### src/rtl/oad_pkg.sv
// Package of constants and carrier types for the operand address decoder.
package oad_pkg;

   // ****************************************************************
   // Addressing mode field values
   // ****************************************************************
   localparam logic [1:0] MOD_NO_DISP = 2'h0;
   localparam logic [1:0] MOD_DISP8 = 2'h1;
   localparam logic [1:0] MOD_DISP16 = 2'h2;
   localparam logic [1:0] MOD_REG = 2'h3;
   localparam logic [2:0] RM_DIRECT = 3'h6;

   // ****************************************************************
   // Field positions in the mode byte and the override prefix
   // ****************************************************************
   localparam int MOD_HI = 7;
   localparam int MOD_LO = 6;
   localparam int REG_HI = 5;
   localparam int REG_LO = 3;
   localparam int RM_HI = 2;
   localparam int RM_LO = 0;
   localparam int SEGF_HI = 4;
   localparam int SEGF_LO = 3;
   localparam logic [2:0] SEG_PFX_HEAD = 3'h1;
   localparam logic [2:0] SEG_PFX_TAIL = 3'h6;

   // ****************************************************************
   // Opcodes
   // ****************************************************************
   localparam logic [7:0] OP_CARRY_CLEAR = 8'hf8;
   localparam logic [7:0] OP_CARRY_INVERT = 8'hf5;
   localparam logic [7:0] OP_CARRY_SET = 8'hf9;
   localparam logic [7:0] OP_DIRECTION_CLEAR = 8'hfc;
   localparam logic [7:0] OP_DIRECTION_SET = 8'hfd;
   localparam logic [7:0] OP_IRQ_DISABLE = 8'hfa;
   localparam logic [7:0] OP_IRQ_ENABLE = 8'hfb;
   localparam logic [7:0] OP_HALT = 8'hf4;
   localparam logic [7:0] OP_WAIT = 8'h9b;
   localparam logic [7:0] OP_LOCK = 8'hf0;
   localparam logic [7:0] OP_NOP = 8'h90;

   // ****************************************************************
   // Timing counts in core clocks
   // ****************************************************************
   localparam logic [5:0] CLK_FLAG_OP = 6'h02;
   localparam logic [5:0] CLK_WAIT_OP = 6'h06;
   localparam logic [5:0] CLK_NOP_OP = 6'h03;
   localparam logic [5:0] CLK_EA_CALC = 6'h04;
   localparam logic [5:0] CLK_WORD_EXTRA = 6'h04;

   // ****************************************************************
   // Reset values
   // ****************************************************************
   localparam logic [15:0] RST_WORD = 16'h0000;
   localparam logic [3:0] RST_NIBBLE = 4'h0;

   // ****************************************************************
   // Enumerations and carriers
   // ****************************************************************
   typedef enum logic [1:0] {
      SEG_EXTRA = 2'b00,
      SEG_CODE = 2'b01,
      SEG_STACK = 2'b10,
      SEG_DATA = 2'b11
   } oad_seg_t;

   typedef enum logic [3:0] {
      EREG_NONE = 4'b0000,
      EREG_BASE = 4'b0001,
      EREG_FRAME = 4'b0010,
      EREG_SRC = 4'b0011,
      EREG_DST = 4'b0100
   } oad_ereg_t;

   typedef enum logic [2:0] {
      ST_OP = 3'b000,
      ST_MODRM = 3'b001,
      ST_DISP_LO = 3'b010,
      ST_DISP_HI = 3'b011,
      ST_EA = 3'b100
   } oad_state_t;

   // Register file read values fed in by the execution unit.
   typedef struct packed {
      logic [15:0] base_reg;
      logic [15:0] frame_pointer_reg;
      logic [15:0] src_index_reg;
      logic [15:0] dest_index_reg;
   } oad_regs_t;

   // One decoded instruction as handed downstream.
   typedef struct packed {
      oad_seg_t seg;
      logic [15:0] effective_addr;
      logic [15:0] disp;
      logic mem_operand;
      logic [2:0] reg_sel;
      logic [2:0] rm_reg_sel;
      logic reg_high_byte;
      logic rm_high_byte;
      logic [5:0] clocks;
   } oad_dec_t;

   // Processor-control actions, each a one-cycle pulse.
   typedef struct packed {
      logic carry_clear_op;
      logic carry_invert_op;
      logic carry_set_op;
      logic direction_clear_op;
      logic direction_set_op;
      logic irq_disable_op;
      logic irq_enable_op;
      logic halt_op;
   } oad_ctrl_t;

endpackage

### src/rtl/oad_ea_adder.sv
// Effective address adder: base plus index plus displacement.
`timescale 1ns/1ps
module oad_ea_adder (
   input wire logic [2:0] i_rm,
   input wire logic i_direct,
   input wire oad_pkg::oad_regs_t i_regs,
   input wire logic [15:0] i_disp,
   output logic [15:0] o_effective_addr,
   output oad_pkg::oad_ereg_t o_addr_reg
);
   import oad_pkg::*;

   logic [15:0] base;
   logic [15:0] index;

   always_comb begin
      base = RST_WORD;
      index = RST_WORD;
      o_addr_reg = EREG_NONE;
      unique case (i_rm)
         3'h0: begin
            base = i_regs.base_reg;
            index = i_regs.src_index_reg;
            o_addr_reg = EREG_BASE;
         end
         3'h1: begin
            base = i_regs.base_reg;
            index = i_regs.dest_index_reg;
            o_addr_reg = EREG_BASE;
         end
         3'h2: begin
            base = i_regs.frame_pointer_reg;
            index = i_regs.src_index_reg;
            o_addr_reg = EREG_FRAME;
         end
         3'h3: begin
            base = i_regs.frame_pointer_reg;
            index = i_regs.dest_index_reg;
            o_addr_reg = EREG_FRAME;
         end
         3'h4: begin
            index = i_regs.src_index_reg;
            o_addr_reg = EREG_SRC;
         end
         3'h5: begin
            index = i_regs.dest_index_reg;
            o_addr_reg = EREG_DST;
         end
         3'h6: begin
            base = i_regs.frame_pointer_reg;
            o_addr_reg = EREG_FRAME;
         end
         3'h7: begin
            base = i_regs.base_reg;
            o_addr_reg = EREG_BASE;
         end
      endcase
      if (i_direct) begin
         base = RST_WORD;
         index = RST_WORD;
         o_addr_reg = EREG_NONE;
      end
   end

   assign o_effective_addr = 16'(base + index + i_disp);

endmodule

### src/rtl/oad_decoder.sv
// Operand address and processor-control decoder of the CPU core.
// How it works
// - Mode 11 makes the r/m field a register selector.
// - Mode 00 no displacement, 01 sign-extended byte, 10 word low first.
// - Mode 00 with r/m 110 is a direct 16-bit address.
// - Effective address is the r/m base/index pair plus displacement.
// - Displacement bytes follow the mode byte before any immediate data.
// - Effective address calculation takes 4 clocks for every form.
// - Word memory transfers add 4 clocks to the byte time.
// - Override prefix 001ss110; 00 extra, 01 code, 10 stack, 11 data.
// - Register field picks word registers, or low then high bytes.
// - Frame pointer addressed operands default to the stack segment.
// - String destinations via destination index always use extra segment.
// - Carry invert opcode flips carry in 2 clocks.
// - Carry, direction and interrupt flag opcodes take 2 clocks.
// - Halt opcode takes 2 clocks and enters halted state.
// - Wait opcode takes 6 clocks once the test input is low.
// - Lock prefix takes 2 clocks and locks the next instruction.
`timescale 1ns/1ps
module oad_decoder (
   input wire logic i_ref_clk,
   input wire logic i_reset_n,
   input wire logic [7:0] i_byte,
   input wire logic i_byte_valid,
   input wire logic i_has_modrm,
   input wire logic i_word,
   input wire logic i_string_dest,
   input wire logic i_mem_transfer,
   input wire logic [5:0] i_base_clocks,
   input wire oad_pkg::oad_regs_t i_regs,
   input wire logic i_test_n,
   input wire logic i_resume,
   output logic o_byte_ready,
   output oad_pkg::oad_dec_t o_dec,
   output logic o_dec_valid,
   output oad_pkg::oad_ctrl_t o_ctrl,
   output logic [5:0] o_ctrl_clocks,
   output logic o_ctrl_valid,
   output logic o_halted,
   output logic o_waiting,
   output logic o_bus_lock
);
   import oad_pkg::*;

   // ****************************************************************
   // Reset release and pin synchronisers
   // ****************************************************************
   logic rst_meta;
   logic rst_n;
   logic test_meta;
   logic test_n;

   always_ff @(posedge i_ref_clk or negedge i_reset_n) begin
      if (!i_reset_n) begin
         rst_meta <= 1'b0;
         rst_n <= 1'b0;
      end else begin
         rst_meta <= 1'b1;
         rst_n <= rst_meta;
      end
   end

   always_ff @(posedge i_ref_clk or negedge rst_n) begin
      if (!rst_n) begin
         test_meta <= 1'b1;
         test_n <= 1'b1;
      end else begin
         test_meta <= i_test_n;
         test_n <= test_meta;
      end
   end

   // ****************************************************************
   // Instruction state
   // ****************************************************************
   oad_state_t state;
   oad_state_t next_state;
   logic [7:0] modrm;
   logic [15:0] disp;
   logic [1:0] ea_cnt;
   logic seg_ovr;
   oad_seg_t ovr_seg;
   logic lock_pending;

   logic [1:0] mode;
   logic [2:0] rm;
   logic direct;
   logic is_seg_pfx;
   logic [15:0] ea_sum;
   oad_ereg_t addr_reg;

   assign mode = modrm[MOD_HI:MOD_LO];
   assign rm = modrm[RM_HI:RM_LO];
   assign direct = (mode == MOD_NO_DISP) && (rm == RM_DIRECT);
   assign is_seg_pfx = (i_byte[7:5] == SEG_PFX_HEAD) &&
                       (i_byte[2:0] == SEG_PFX_TAIL);

   // Halt and wait stall the byte stream; the queue must hold its byte.
   assign o_byte_ready = (state == ST_OP || state == ST_MODRM ||
                          state == ST_DISP_LO || state == ST_DISP_HI) &&
                         !o_halted && !o_waiting;

   oad_ea_adder u_ea (
      .i_rm(rm),
      .i_direct(direct),
      .i_regs(i_regs),
      .i_disp(disp),
      .o_effective_addr(ea_sum),
      .o_addr_reg(addr_reg)
   );

   // ****************************************************************
   // Next state
   // ****************************************************************
   always_comb begin
      next_state = state;
      unique case (state)
         ST_OP: begin
            if (o_byte_ready && i_byte_valid && i_has_modrm) begin
               next_state = ST_MODRM;
            end
         end
         ST_MODRM: begin
            if (i_byte_valid) begin
               if (i_byte[MOD_HI:MOD_LO] == MOD_REG) begin
                  next_state = ST_OP;
               end else if (i_byte[MOD_HI:MOD_LO] != MOD_NO_DISP ||
                            i_byte[RM_HI:RM_LO] == RM_DIRECT) begin
                  next_state = ST_DISP_LO;
               end else begin
                  next_state = ST_EA;
               end
            end
         end
         ST_DISP_LO: begin
            if (i_byte_valid) begin
               next_state = (mode == MOD_DISP8) ? ST_EA : ST_DISP_HI;
            end
         end
         ST_DISP_HI: begin
            if (i_byte_valid) begin
               next_state = ST_EA;
            end
         end
         ST_EA: begin
            if (ea_cnt == 2'(CLK_EA_CALC - 6'h01)) begin
               next_state = ST_OP;
            end
         end
         default: next_state = ST_OP;
      endcase
   end

   always_ff @(posedge i_ref_clk or negedge rst_n) begin
      if (!rst_n) begin
         state <= ST_OP;
      end else begin
         state <= next_state;
      end
   end

   // ****************************************************************
   // Mode byte and displacement capture
   // ****************************************************************
   always_ff @(posedge i_ref_clk or negedge rst_n) begin
      if (!rst_n) begin
         modrm <= 8'h00;
         disp <= RST_WORD;
      end else if (state == ST_MODRM && i_byte_valid) begin
         modrm <= i_byte;
         disp <= RST_WORD;
      end else if (state == ST_DISP_LO && i_byte_valid) begin
         disp <= {{8{i_byte[7]}}, i_byte};
      end else if (state == ST_DISP_HI && i_byte_valid) begin
         disp <= {i_byte, disp[7:0]};
      end
   end

   always_ff @(posedge i_ref_clk or negedge rst_n) begin
      if (!rst_n) begin
         ea_cnt <= 2'h0;
      end else if (state == ST_EA) begin
         ea_cnt <= ea_cnt + 2'h1;
      end else begin
         ea_cnt <= 2'h0;
      end
   end

   // ****************************************************************
   // Prefix tracking
   // ****************************************************************
   logic instr_end;
   assign instr_end = (state == ST_OP && o_byte_ready && i_byte_valid &&
                       !i_has_modrm && !is_seg_pfx && i_byte != OP_LOCK) ||
                      (state == ST_MODRM && i_byte_valid &&
                       i_byte[MOD_HI:MOD_LO] == MOD_REG) ||
                      (next_state == ST_OP && state == ST_EA);

   always_ff @(posedge i_ref_clk or negedge rst_n) begin
      if (!rst_n) begin
         seg_ovr <= 1'b0;
         ovr_seg <= SEG_EXTRA;
      end else if (state == ST_OP && o_byte_ready && i_byte_valid &&
                   is_seg_pfx) begin
         seg_ovr <= 1'b1;
         ovr_seg <= oad_seg_t'(i_byte[SEGF_HI:SEGF_LO]);
      end else if (instr_end) begin
         seg_ovr <= 1'b0;
      end
   end

   always_ff @(posedge i_ref_clk or negedge rst_n) begin
      if (!rst_n) begin
         lock_pending <= 1'b0;
         o_bus_lock <= 1'b0;
      end else begin
         if (state == ST_OP && o_byte_ready && i_byte_valid &&
             i_byte == OP_LOCK) begin
            lock_pending <= 1'b1;
         end else if (instr_end) begin
            lock_pending <= 1'b0;
         end
         o_bus_lock <= lock_pending;
      end
   end

   // ****************************************************************
   // Decoded operand output
   // ****************************************************************
   oad_seg_t seg_pick;
   logic [5:0] op_clocks;

   always_comb begin
      seg_pick = SEG_DATA;
      if (addr_reg == EREG_FRAME) begin
         seg_pick = SEG_STACK;
      end
      if (seg_ovr) begin
         seg_pick = ovr_seg;
      end
      if (i_string_dest) begin
         seg_pick = SEG_EXTRA;
      end
      op_clocks = (i_word && i_mem_transfer) ?
                  6'(i_base_clocks + CLK_WORD_EXTRA) : i_base_clocks;
   end

   always_ff @(posedge i_ref_clk or negedge rst_n) begin
      if (!rst_n) begin
         o_dec <= '0;
         o_dec_valid <= 1'b0;
      end else begin
         o_dec_valid <= 1'b0;
         if (state == ST_MODRM && i_byte_valid &&
             i_byte[MOD_HI:MOD_LO] == MOD_REG) begin
            o_dec <= '0;
            o_dec.seg <= SEG_DATA;
            o_dec.reg_sel <= i_byte[REG_HI:REG_LO];
            o_dec.rm_reg_sel <= i_byte[RM_HI:RM_LO];
            o_dec.reg_high_byte <= !i_word && i_byte[REG_HI];
            o_dec.rm_high_byte <= !i_word && i_byte[RM_HI];
            o_dec.clocks <= i_base_clocks;
            o_dec_valid <= 1'b1;
         end else if (state == ST_EA &&
                      ea_cnt == 2'(CLK_EA_CALC - 6'h01)) begin
            o_dec.seg <= seg_pick;
            o_dec.effective_addr <= ea_sum;
            o_dec.disp <= disp;
            o_dec.mem_operand <= 1'b1;
            o_dec.reg_sel <= modrm[REG_HI:REG_LO];
            o_dec.rm_reg_sel <= rm;
            o_dec.reg_high_byte <= !i_word && modrm[REG_HI];
            o_dec.rm_high_byte <= 1'b0;
            o_dec.clocks <= op_clocks;
            o_dec_valid <= 1'b1;
         end
      end
   end

   // ****************************************************************
   // Processor-control opcodes
   // ****************************************************************
   always_ff @(posedge i_ref_clk or negedge rst_n) begin
      if (!rst_n) begin
         o_ctrl <= '0;
         o_ctrl_clocks <= 6'h00;
         o_ctrl_valid <= 1'b0;
      end else begin
         o_ctrl <= '0;
         o_ctrl_valid <= 1'b0;
         if (state == ST_OP && o_byte_ready && i_byte_valid) begin
            o_ctrl_clocks <= CLK_FLAG_OP;
            o_ctrl_valid <= 1'b1;
            unique case (i_byte)
               OP_CARRY_CLEAR: o_ctrl.carry_clear_op <= 1'b1;
               OP_CARRY_INVERT: o_ctrl.carry_invert_op <= 1'b1;
               OP_CARRY_SET: o_ctrl.carry_set_op <= 1'b1;
               OP_DIRECTION_CLEAR: o_ctrl.direction_clear_op <= 1'b1;
               OP_DIRECTION_SET: o_ctrl.direction_set_op <= 1'b1;
               OP_IRQ_DISABLE: o_ctrl.irq_disable_op <= 1'b1;
               OP_IRQ_ENABLE: o_ctrl.irq_enable_op <= 1'b1;
               OP_HALT: o_ctrl.halt_op <= 1'b1;
               OP_LOCK: o_ctrl_clocks <= CLK_FLAG_OP;
               OP_NOP: o_ctrl_clocks <= CLK_NOP_OP;
               default: o_ctrl_valid <= 1'b0;
            endcase
         end else if (o_waiting && !test_n) begin
            o_ctrl_clocks <= CLK_WAIT_OP;
            o_ctrl_valid <= 1'b1;
         end
      end
   end

   always_ff @(posedge i_ref_clk or negedge rst_n) begin
      if (!rst_n) begin
         o_halted <= 1'b0;
      end else if (state == ST_OP && o_byte_ready && i_byte_valid &&
                   i_byte == OP_HALT) begin
         o_halted <= 1'b1;
      end else if (i_resume) begin
         o_halted <= 1'b0;
      end
   end

   always_ff @(posedge i_ref_clk or negedge rst_n) begin
      if (!rst_n) begin
         o_waiting <= 1'b0;
      end else if (state == ST_OP && o_byte_ready && i_byte_valid &&
                   i_byte == OP_WAIT) begin
         o_waiting <= 1'b1;
      end else if (o_waiting && !test_n) begin
         o_waiting <= 1'b0;
      end
   end

endmodule

### config.mk
export PLATFORM = sky130hd
export DESIGN_NAME = oad_decoder
export DESIGN_NICKNAME = d
export VERILOG_FILES = /design/src/rtl/oad_pkg.sv /design/src/rtl/oad_ea_adder.sv /design/src/rtl/oad_decoder.sv
export SDC_FILE = /design/constraint.sdc
export NUM_CORES = 1
export LEC_CHECK = 0
export ABC_AREA = 1
export BUFFER_PORTS_ARGS = -buffer_cell sky130_fd_sc_hd__clkbuf_2
export CORE_MARGIN = 3
export CORE_UTILIZATION = 40
export CTS_BUF_LIST = sky130_fd_sc_hd__clkbuf_4
export DETAILED_ROUTE_END_ITERATION = 12
export GPL_TIMING_DRIVEN = 0
export PLACE_DENSITY = 0.63
export SYNTH_ARGS = -nofsm -noshare
export SYNTH_HDL_FRONTEND = slang
export SYNTH_SLANG_ARGS = --single-unit
export TNS_END_PERCENT = 100
### constraint.sdc
create_clock -name i_ref_clk -period 4 [get_ports i_ref_clk]
set_clock_uncertainty 0.2 [all_clocks]
set_input_delay 0 -clock i_ref_clk [delete_from_list [all_inputs] [get_ports i_ref_clk]]
set_output_delay 0 -clock i_ref_clk [all_outputs]
set_load 0.005 [all_outputs]
== After elaboration in Yosys (flattened, before gate mapping) ==
Index checks and enable logic that the tools add are counted.

* Bits in read-only memories: 0
* Memories kept: 0
* Memory bits (writable): 0
* Latch bits: 0
* Logic and storage cells: 173
* Bits in registers: 105

* $mul: 0
* Div/mod/pow operators: 0
* Shift operators: 0
* Reductions and logical operators: 56
* Magnitude comparators: 0
* Bitwise gates (word level): 0
* Muxes and demuxes: 49
* Equal/unequal tests: 29
* $add $sub $neg: 4

{| class="wikitable"
|+ Operator list
! operator !! number
|-
| two-way mux 49 bit || 2
|-
| == test 8 bit (second input constant) || 11
|-
| two-way mux 16 bit || 5
|-
| one-hot mux 16 bit (2 select lines) || 2
|-
| adder 16 bit || 2
|-
| logical AND 1 bit || 26
|-
| two-way mux 3 bit || 8
|-
| two-way mux 1 bit || 22
|-
| == test 3 bit (second input constant) || 6
|-
| two-way mux 6 bit || 3
|-
| one-hot mux 4 bit (4 select lines) || 1
|-
| nonzero test 2 bit || 8
|-
| one-hot mux 3 bit (5 select lines) || 1
|-
| == test 3 x 2 -> 1 bit (second input constant) || 4
|-
| OR reduction 3 bit || 4
|-
| OR reduction 10 bit || 1
|-
| == test 3 x 1 -> 1 bit (second input constant) || 3
|-
| zero test 3 bit || 3
|-
| two-way mux 8 bit || 1
|-
| inequality test 8 bit (second input constant) || 1
|-
| adder 6 x 3 -> 6 bit (second input constant) || 1
|-
| zero test 1 bit || 6
|-
| logical OR 1 bit || 6
|-
| two-way mux 2 bit || 3
|-
| 7 further kinds || 8
|}

== Longest topological paths before layout ==
Gate-level depths: netlist of the first run.

* Depth in word-level cells: 15
* Depth in mapped cells: 21
* Depth with buffers taken out: 20

== Hierarchy ==
From an unflattened synthesis of the first run, not the netlist that was laid out.

* Cell total of the unflattened synthesis: 739
* Area total of the unflattened synthesis: 5848.1 um2

{| class="wikitable"
|+ Modules (own cells, without submodules)
! module !! instances !! area each (um2) !! cells an instance
|-
| oad_decoder || 1 || 4239.1 || 480
|-
| oad_ea_adder || 1 || 1609.0 || 259
|}

== Worst setup path after synthesis of the first run ==
Ideal clock, no wire load.

* Path kind: reg2reg
* From: reg modrm[1]
* To: reg o_dec[46] (netlist bit)
* Path slack: 0.886 ns
* Clock period less this slack: 3.114 ns
* Stages on the path, launching flop included: 20
* Arrival: 2.796 ns
* Cells stage by stage: dfrtp_1 nand2_1 clkbuf_1 nand3_1 nand2_1 inv_1 fa_1 inv_1 ha_1 fa_1 nand3_1 nand2_1 nand3_1 nand2_1 nand2_1 nand2_1 inv_1 nand2_1 nand3_1 nand2_1

* Longest elaborated chain between the ends: 8
* Elaborated cells between the ends (all ways): 21
* Classes of those cells: 2 x add/sub; 7 x eq/ne; 6 x mux; 6 x reduce/logical

{| class="wikitable"
|+ RTL lines
! what !! line !! source
|-
| from (decl) || oad_decoder.sv:78 || <nowiki>logic [7:0] modrm;</nowiki>
|-
| from (signal assigned) || oad_decoder.sv:170 || <nowiki>modrm <= i_byte;</nowiki>
|-
| == test 3 x 1 -> 1 bit (tied with other cells) || oad_ea_adder.sv:20 || <nowiki>unique case (i_rm)</nowiki>
|-
| OR reduction 3 bit (no source line) || -- ||
|-
| one-hot mux 16 bit (2 select lines) || oad_ea_adder.sv:20 ||
|-
| two-way mux 16 bit || oad_ea_adder.sv:58 || <nowiki>if (i_direct) begin</nowiki>
|-
| adder 16 bit (*) (2 in a row) || oad_ea_adder.sv:65 || <nowiki>assign o_effective_addr = 16'(base + index + i_disp);</nowiki>
|-
| two-way mux 49 bit (*) || oad_decoder.sv:264 || <nowiki>end else if (state == ST_EA &&</nowiki>
|-
| two-way mux 49 bit (*) || oad_decoder.sv:254 || <nowiki>if (state == ST_MODRM && i_byte_valid &&</nowiki>
|-
| to (decl) || oad_decoder.sv:34 || <nowiki>output oad_pkg::oad_dec_t o_dec,</nowiki>
|}

Every way passes the cells marked *; elsewhere a longest branch is shown, timed or not. The select of a mux whose other input is x is not followed.
A chain may end at the register's enable or synchronous reset.

== Worst setup path after layout of the first run ==
Same ends and word-level chain as after synthesis.

==> results.cfg, run 1 <==
[clocking]
clock_sinks = 102
htree_levels = 3
clk_pin_slew_ps = 160
clock-root-buffer = clkbuf_4
postCtsSetupBuffers = 0
clk_latency_ps = 490
numCtsBuffers = 9
cts_tree = done
cts.path.max_buffers = 2

[logic_synthesis]
yosysTopAreaCellShare_pct = 44.0
synth_common_cells = nand2_1, dfrtp_1, inv_1, nand3_1, o21ai_0
synthCells = 690
synth-edff-count = 0
yosysMostFrequentCell = nand2_1
syn_area_per_cell_um2 = 8.24
yosys_warnings = 0
ys_seq_elements = 102
synth.distinct_cells = 45
synthTopCellsByArea = dfrtp_1, nand2_1, fa_1, nand3_1, inv_1
synth_top_flop_cell = dfrtp_1
seq_area_frac_synth_pct = 44.9
ys_async_sr_fraction_pct = 100
syn_area_um2 = 5690
synth_top_area_cell = dfrtp_1

[power_and_ir_drop]
p_sw_share_pct = 49.0
p_sw_mw = 3.11
power_frac_comb_pct = 64.7
p_leak_nw = 3.92
seqPwrFrac_pct = 26.2
finalPower_mw = 6.34
clock_power_share_pct = 9.1
powerDensity_nw_per_um2 = 864
ir_drop_uv = 330
p_int_mw = 3.24

[global_route]
busiest_layer = met2
grt_max_degree = 60
grt_pass1_wl_um = 28000
grtUsageMet2_pct = 37.7
grt_use_met3_pct = 5.63
gr-total-overflow = 0
antenna_found_initial = 0
grt_pass1_vias = 5569
grtUsageMet1_pct = 29.0
grtUsageTotal_pct = 22.3

[timing]
worstMarginPinSlew_ps = 632
rsz0062_at_grt = false
fin_crit_sh_pct = 92.9
fmax_mhz = 269
slew_violations = 0
period_needed_ps = 3720
setup_viol = 0
whs_ps = 74.3
hold_viol = 0
slew_headroom_pct = 57.9

[floorplan]
start_util_pct = 42.0
rows = 42
die_w_um = 125
core-area_um2 = 13600
pin_count = 156
die_h_um = 125
dieArea_um2 = 15700

[final_layout]
nFillCells = 1308
diodes = 0
instances_no_fill = 1084
nets = 1022
drive_gt1_share_pct = 22.7
synthToLayoutAreaGrowth_pct = 29.1

[drt]
drc = 0
vias_per_cell = 4.98
via_count = 5402
drtPass1Iterations = 5
wl_per_cell_um = 15.7
drt_iter0_drc = 305
ant_nets = 0
wl_um = 17000

[placed_design]
io_buffers = 152
post-dp-hpwl_um = 13000
routabilityCongestion = 0.901
dp.cells = 1021

[worst_setup_path]
cp.required_ps = 4200
path_max_fanout = 10
path_class = reg2reg
cp-start-kind = flip-flop
worstPathArrival_ps = 3910
r2r_setup_slack_ps = 280
cp-end-kind = flip-flop

[worst_hold_path]
worstHoldPathType = in2reg

[job]
cap_viol_max_count = 0

[status]
outcome = completed
-- critical path, stage by stage, from the launching register on --
cell and delay [ps]:
dfrtp_1 410, nand2_1 150, buf_2 240, nand3_1 90, nand2_1 50, dlygate4sd3_1 570
fa_1 400, ha_1 240, fa_1 450, nand3_1 110, nand2_1 130, nand3_1 110
nand2_1 100, nand2_1 100, nand2_1 70, inv_1 50, nand2_1 40, nand3_1 60
nand2_1 60
-- metrics by stage --
stage / utilization, % / setup slack (ps) / setup TNS, ps / area [µm²]
3_3_place_gp: 49.2 / -566 / -54540 / 6680
3_5_place_dp: 49.5 / 250 / 0 / 6710
6_report: 54.2 / 283 / 0 / 7340
2_1_floorplan: - / 752 / 0 / 5700
5_1_grt: 54.2 / 1.61 / 0 / 7340
4_1_cts: 54.0 / 203 / 0 / 7330
-- repair_timing --
action / 4_1_cts / 5_1_grt
setup endpoints to repair: 0 / 7
endpoints found under the hold margin: 68 / 0
gates resized for setup: 0 / 11
hold buffers: 47 / 0
-- kinds of logic (layout without fill, tap and decap cells) --
| family | after synthesis | after routing | share of synthesized area, % |
|---|---|---|---|
| adders and majority gates | 32 | 32 | 9.15 |
| xor gates and xnor gates | 6 | 6 | 0.924 |
| AOI/OAI and AO/OA | 139 | 139 | 13.6 |
| DFF | 102 | 102 | 44.9 |
| buffers and inverters | 107 | 323 | 7.83 |
| other | 2 | 4 | 0.132 |
| and+or+nand+nor | 302 | 302 | 23.5 |
-- per-layer routing --
metal / vias up / routed length (µm)
met5: - / 0
met4: 0 / 239
met3: 20 / 969
met2: 167 / 8290
met1: 2529 / 7530
li1: 2686 / -
-- path summary, 6_finish.rpt --
| path | to | startpoint | cells past startpoint |
|---|---|---|---|
| max | o_dec[46] | modrm[1] | 18 |
| min | o_dec[46] | i_regs[31] | 10 |
| max reg2reg | o_dec[46] | modrm[1] | 18 |
| min reg2reg | ea_cnt[1] | rst_n | 0 |
| max in group asynchronous | o_dec[0] | rst_n | 1 |
| min in group asynchronous | ea_cnt[1] | rst_n | 0 |
-- flip-flops by register name, indices dropped and copies added (netlist names), 2 cells and up --
signal and flops:
ea_cnt 2, state 3, ovr_seg 2, modrm 8, o_ctrl_clocks 3, o_ctrl 8
disp 16, o_dec 49
-- power groups by stage --
stage | combinational (mW) | clock [mW] | sequential [mW]
detailed placement | 3.92 | 0 | 1.68
global route | 4.71 | 0.633 | 1.71
global placement | 3.90 | 0 | 1.69
floorplan | 2.84 | 0 | 1.65
CTS | 4.07 | 0.593 | 1.66
finish | 4.11 | 0.577 | 1.66
-- cells in the final DEF, fill, tap and decap left out, types with 4 or more instances in the layout --
cell	count
a21oi_1	51
a22o_1	4
buf_2	5
buf_4	4
clkbuf_1	6
clkbuf_2	153
clkbuf_4	11
conb_1	4
dfrtp_1	99
dlygate4sd3_1	47
fa_1	16
ha_1	16
inv_1	78
inv_2	7
nand2_1	178
nand3_1	63
nand4_1	4
nor2_1	35
nor4_1	4
o21ai_0	55
o221ai_1	4
o22ai_1	9
-- layout make-up --
type                    count  area [µm²]  share of cell area [%]
multi-input cells         483        2700                    36.8
flip-flops and latches    102        2560                    34.8
repair buffers            200        1260                    17.1
inverters                  85         319                    4.35
well taps                 176         220                    3.00
plain buffers              22         135                    1.84
clock inverters             7        80.1                    1.09
clock buffers               9        67.6                   0.920
Note: power is estimated with default switching activity, not from simulation.
==> run 2: changes to the inputs <==
Settings changed: BUFFER_PORTS_ARGS -buffer_cell sky130_fd_sc_hd__clkbuf_2 to -buffer_cell sky130_fd_sc_hd__buf_2, PLACE_DENSITY 0.63 to 0.62, SYNTH_HIERARCHICAL from default to 1.
==> results.cfg, run 2 <==
[status]
outcome = completed

[logic_synthesis]
seq_area_frac_synth_pct = 43.7
synth_top_area_cell = dfrtp_1
yosysMostFrequentCell = nand2_1
ys_async_sr_fraction_pct = 100
yosysTopAreaCellShare_pct = 42.8
yosys_warnings = 6
synthCells = 739
ys_seq_elements = 102
synth_common_cells = nand2_1, dfrtp_1, inv_1, nand3_1, a21oi_1
synth-edff-count = 0
synth_top_flop_cell = dfrtp_1
synth.distinct_cells = 42
syn_area_um2 = 5850
synthTopCellsByArea = dfrtp_1, nand2_1, nand3_1, fa_1, inv_1
syn_area_per_cell_um2 = 7.91

[clocking]
clk_latency_ps = 500
cts_tree = done
clk_pin_slew_ps = 180
htree_levels = 3
cts.path.max_buffers = 2
clock_sinks = 102
numCtsBuffers = 9
clock-root-buffer = clkbuf_4

[final_layout]
final_core_util_pct = 53.6
synthToLayoutAreaGrowth_pct = 29.2
regArea_um2 = 2560
largest_reg_flops = 49
drive_gt1_share_pct = 22.1
nFillCells = 1459
instances_no_fill = 1144
final_cell_mix = nand2_1, buf_2, dfrtp_1
final_common_cell = nand2_1
reg_top3 = o_dec: 49 flops, disp: 16 flops
top_register = o_dec
nets = 1077
multi_input_area_um2 = 2830

[floorplan]
core-area_um2 = 14100
die_w_um = 127
start_util_pct = 41.5
pin_count = 156
rows = 43
dieArea_um2 = 16100
die_h_um = 127

[drt]
topRoutingLayerUsed = met4
vias_per_cell = 4.95
drtPass1Iterations = 5
wl_um = 17500
ant_nets = 0
drt_iter0_drc = 323
drc = 0
route.met3.wl_um = 1040
via_count = 5665
met2WireLength_um = 8530
met1_length_um = 7540
wl_per_cell_um = 15.3

[power_and_ir_drop]
p_leak_nw = 4.09
ir_drop_uv = 307
finalPower_mw = 5.91
powerDensity_nw_per_um2 = 782

[global_route]
grt_pass1_vias = 5591
antenna_found_initial = 1
grtUsageTotal_pct = 22.1
gr-total-overflow = 0
grt_max_degree = 68
grt_pass1_wl_um = 28000

[timing]
period_needed_ps = 3650
fmax_mhz = 274
rsz0062_at_grt = false
worstMarginPinSlew_ps = 559
fin_crit_sh_pct = 91.2
slew_violations = 0
slew_headroom_pct = 62.8
hold_viol = 0
whs_ps = 32.9
worst_slack_ps = 350
setup_viol = 0

[worst_setup_path]
path_max_fanout = 10
cp.required_ps = 4210
path_class = reg2reg
cp-start-kind = flip-flop
worstPathArrival_ps = 3860
cp-end-kind = flip-flop

[job]
cap_viol_max_count = 0

[placed_design]
io_buffers = 152
routabilityCongestion = 0.925
dp.cells = 1074
post-dp-hpwl_um = 13200
dp_slack_ps = 216

[worst_hold_path]
worstHoldPathType = in2reg
[run 2: cells by family (layout without fill, tap and decap cells)]
group	count (synthesis)	count (layout)	synth area share, %
xor gates and xnor gates	12	12	1.80
DFF	102	102	43.7
adders and majority gates	32	32	8.90
and+or+nand+nor	371	371	26.7
AOI/OAI and AO/OA	112	112	10.7
buffers and inverters	107	329	8.07
other	3	6	0.193
[run 2: layout make-up]
class	instances	area share (%)
Sequential cell	102	33.9
Clock buffer	9	0.894
Tap cell	180	2.98
Timing Repair Buffer	206	17.5
Buffer	29	2.37
Inverter	78	3.88
Multi-Input combinational cell	532	37.5
Antenna cell	1	0.0331
Clock inverter	7	0.977
[run 2: final timing paths]
| kind | end | slack [ps] | depth (start not counted) | start |
|---|---|---|---|---|
| worst max-delay path | o_dec[46] | 350 | 18 | modrm[2] |
| worst min-delay path | o_dec[31] | 30 | 8 | i_regs[0] |
| worst min register to register | o_ctrl[6] | 90 | 0 | rst_n |
| max in group asynchronous | modrm[1] | 2790 | 1 | rst_n |
| worst max register to register | o_dec[46] | 350 | 18 | modrm[2] |
| min in group asynchronous | o_ctrl[6] | 90 | 0 | rst_n |
[run 2: critical path, stage by stage, from the launching register on]
cell and delay [ps]:
dfrtp_1 520, nand3_1 130, nor3_2 210, buf_2 300, a21oi_1 110, fa_1 550
ha_1 160, inv_1 50, fa_1 410, o21ai_2 240, nand2_1 70, nand2_1 150
nand2_1 80, nand2_1 100, inv_1 40, nand2_1 50, nand2_1 50, nand2_1 70
nand2_1 50
[run 2: per-stage QoR]
step	TNS, ps	cell area [µm²]
2_1_floorplan	0	5860
3_3_place_gp	-47240	6840
3_5_place_dp	0	6870
4_1_cts	0	7540
5_1_grt	0	7550
6_report	0	7550
[run 2: report_power, final]
group / switching (mW) / internal, mW
Sequential: 0.248 / 1.32
Clock: 0.404 / 0.148
Combinational: 2.26 / 1.53
[run 2: repair_timing]
item	CTS	global route
hold endpoints to repair	65	0
hold buffers	53	0
setup endpoints to repair	0	3
setup buffers	0	0
gates resized for setup	0	2
[run 2: metal layers]
| metal | global-route usage [%] | up-vias |
|---|---|---|
| li1 | - | 2820 |
| met1 | 28.2 | 2633 |
| met2 | 38.0 | 188 |
| met3 | 4.13 | 24 |
| met4 | 6.69 | 0 |
| met5 | 0 | - |
==> run 3: changes to the inputs <==
Settings changed: CORE_MARGIN 3 to default, CORE_UTILIZATION 40 to 25, PLACE_DENSITY 0.62 to 0.43.
==> results.cfg, run 3 (same netlist as run 2, synthesis figures left out) <==
[status]
outcome = completed

[worst_setup_path]
cp.depth = 22
path_max_fanout = 10
crit_slowest_cell = dfrtp_1
reg2regPathDepth = 22
worstPathArrival_ps = 3870
cp-end-kind = flip-flop
cp.required_ps = 4220
crit_family = simple AND/OR/NAND/NOR gates
cp_slowest_stage_delay_ps = 460
crit_top_cell = nand2_1
path_class = reg2reg
path_buf_inv = 5
crit_chain = buf_6, nand2_2, nand2_2, nand2_1, inv_2, a22o_1, nand2_1, fa_1, inv_1, ha_1, inv_1, fa_1, o21ai_2, nand2_1, nand2_1, nand2_1, nand2_1, inv_1, nand2_1, nand2_1, nand2_1, nand2_1
cp-start-kind = flip-flop

[timing]
setup_tns_ps = 0
worstMarginPinSlew_ps = 647
worst_slack_ps = 352
whs_ps = 21.4
fmax_mhz = 274
period_needed_ps = 3650
hold_viol = 0
rsz0062_at_grt = false
fin_crit_sh_pct = 91.2
slew_headroom_pct = 56.9
setup_viol = 0
slew_violations = 0

[placed_design]
post-dp-hpwl_um = 15200
dp.cells = 1207
dp_slack_ps = 229
routabilityCongestion = 0.850
io_buffers = 152

[floorplan]
die_w_um = 155
dieArea_um2 = 24000
start_util_pct = 25.7
core-area_um2 = 22800
die_h_um = 155
rows = 55
pin_count = 156

[final_layout]
nets = 1076
synthToLayoutAreaGrowth_pct = 32.5
nFillCells = 2500
largest_reg_flops = 49
drive_gt1_share_pct = 22.2
final_common_cell = nand2_1
reg_top3 = o_dec: 49 flops, disp: 16 flops
diodes = 0
final_cell_mix = nand2_1, buf_2, dfrtp_1
top_register = o_dec
instances_no_fill = 1275

[power_and_ir_drop]
p_sw_mw = 3.00
p_leak_nw = 4.12
seqPwrFrac_pct = 25.8
powerDensity_nw_per_um2 = 789
p_int_mw = 3.12
ir_drop_uv = 340
p_sw_share_pct = 49.0
power_frac_comb_pct = 63.0
clock_power_share_pct = 11.2

[drt]
wl_per_cell_um = 15.5
drtPass1Iterations = 5
drt_iter0_drc = 281
ant_nets = 0
via_count = 5585
vias_per_cell = 4.38
wl_um = 19700
drc = 0

[global_route]
antenna_found_initial = 0
grt_max_degree = 56
grtUsageTotal_pct = 17.1
grt_pass1_wl_um = 31200
grt_pass1_vias = 5736
gr-total-overflow = 0

[clocking]
clock_sinks = 102
clk_latency_ps = 520
clock-root-buffer = clkbuf_4
clk_pin_slew_ps = 170
cts_tree = done
numCtsBuffers = 9
postCtsSetupBuffers = 0
htree_levels = 3
cts.path.max_buffers = 2

[job]
cap_viol_max_count = 0

[worst_hold_path]
hold_depth = 9
worstHoldPathType = in2reg
-- run 3: cell count changes in the layout (fill, tap and decap cells not counted) --
cell,before,now
dlygate4sd3_1,53,52
clkinvlp_4,2,0
clkbuf_2,0,1
buf_1,1,0
diode_2,1,0
bufinv_16,0,2
clkinv_4,0,1
inv_8,3,2
-- run 3: area by class of cell --
cell class | count | area [µm²] | area share (%)
well taps | 313 | 392 | 5.05
clock buffers | 9 | 67.6 | 0.872
multi-input cells | 532 | 2830 | 36.6
clock inverters | 7 | 116 | 1.50
repair buffers | 205 | 1310 | 16.9
plain buffers | 29 | 180 | 2.32
inverters | 78 | 293 | 3.78
flip-flops and latches | 102 | 2560 | 33.0
-- run 3: worst reg2reg max path, delay by kind of cell (launching register included) --
kind / cells / cell delay (ps)
AOI/OAI and AO/OA: 2 / 440
adders and majority gates: 3 / 980
buffers and inverters: 5 / 460
DFF: 1 / 460
and+or+nand+nor: 12 / 1000
-- run 3: path summary, 6_finish.rpt --
path | to | from | slack [ps]
worst max register to register | o_dec[46] | modrm[0] | 350
worst min register to register | o_dec[12] | rst_n | 170
worst min-delay path | o_dec[46] | i_regs[31] | 20
max in group asynchronous | o_dec[29] | rst_n | 2710
min in group asynchronous | rst_n | i_reset_n | 100
worst max-delay path | o_dec[46] | modrm[0] | 350
-- run 3: power groups by stage --
stage / sequential (mW) / combinational [mW] / clock, mW
finish: 1.58 / 3.85 / 0.685
global route: 1.62 / 4.43 / 0.758
CTS: 1.58 / 3.92 / 0.716
detailed placement: 1.61 / 3.83 / 0
global placement: 1.61 / 3.82 / 0
floorplan: 1.56 / 2.68 / 0
-- run 3: through the flow --
step | instance area, µm² | power [mW] | util, %
4_1_cts | 7740 | 6.21 | 34.0
2_1_floorplan | 5860 | 4.24 | -
3_3_place_gp | 7010 | 5.43 | 30.8
3_5_place_dp | 7040 | 5.44 | 30.9
5_1_grt | 7750 | 6.80 | 34.0
6_report | 7750 | 6.11 | 34.0
-- run 3: metal layers --
| metal | vias up | global-route usage (%) | share of wire, % |
|---|---|---|---|
| met4 | 0 | 3.11 | 0.73 |
| met1 | 2616 | 21.7 | 46 |
| met3 | 9 | 4.12 | 5.5 |
| met2 | 136 | 29.8 | 48 |
| li1 | 2824 | - | - |
| met5 | - | 0 | 0 |
-- run 3: what timing repair did --
| item | 4_1_cts | 5_1_grt |
|---|---|---|
| setup endpoints to repair | 0 | 5 |
| endpoints found under the hold margin | 64 | 0 |
| resized for setup | 0 | 3 |
| hold buffers | 52 | 0 |
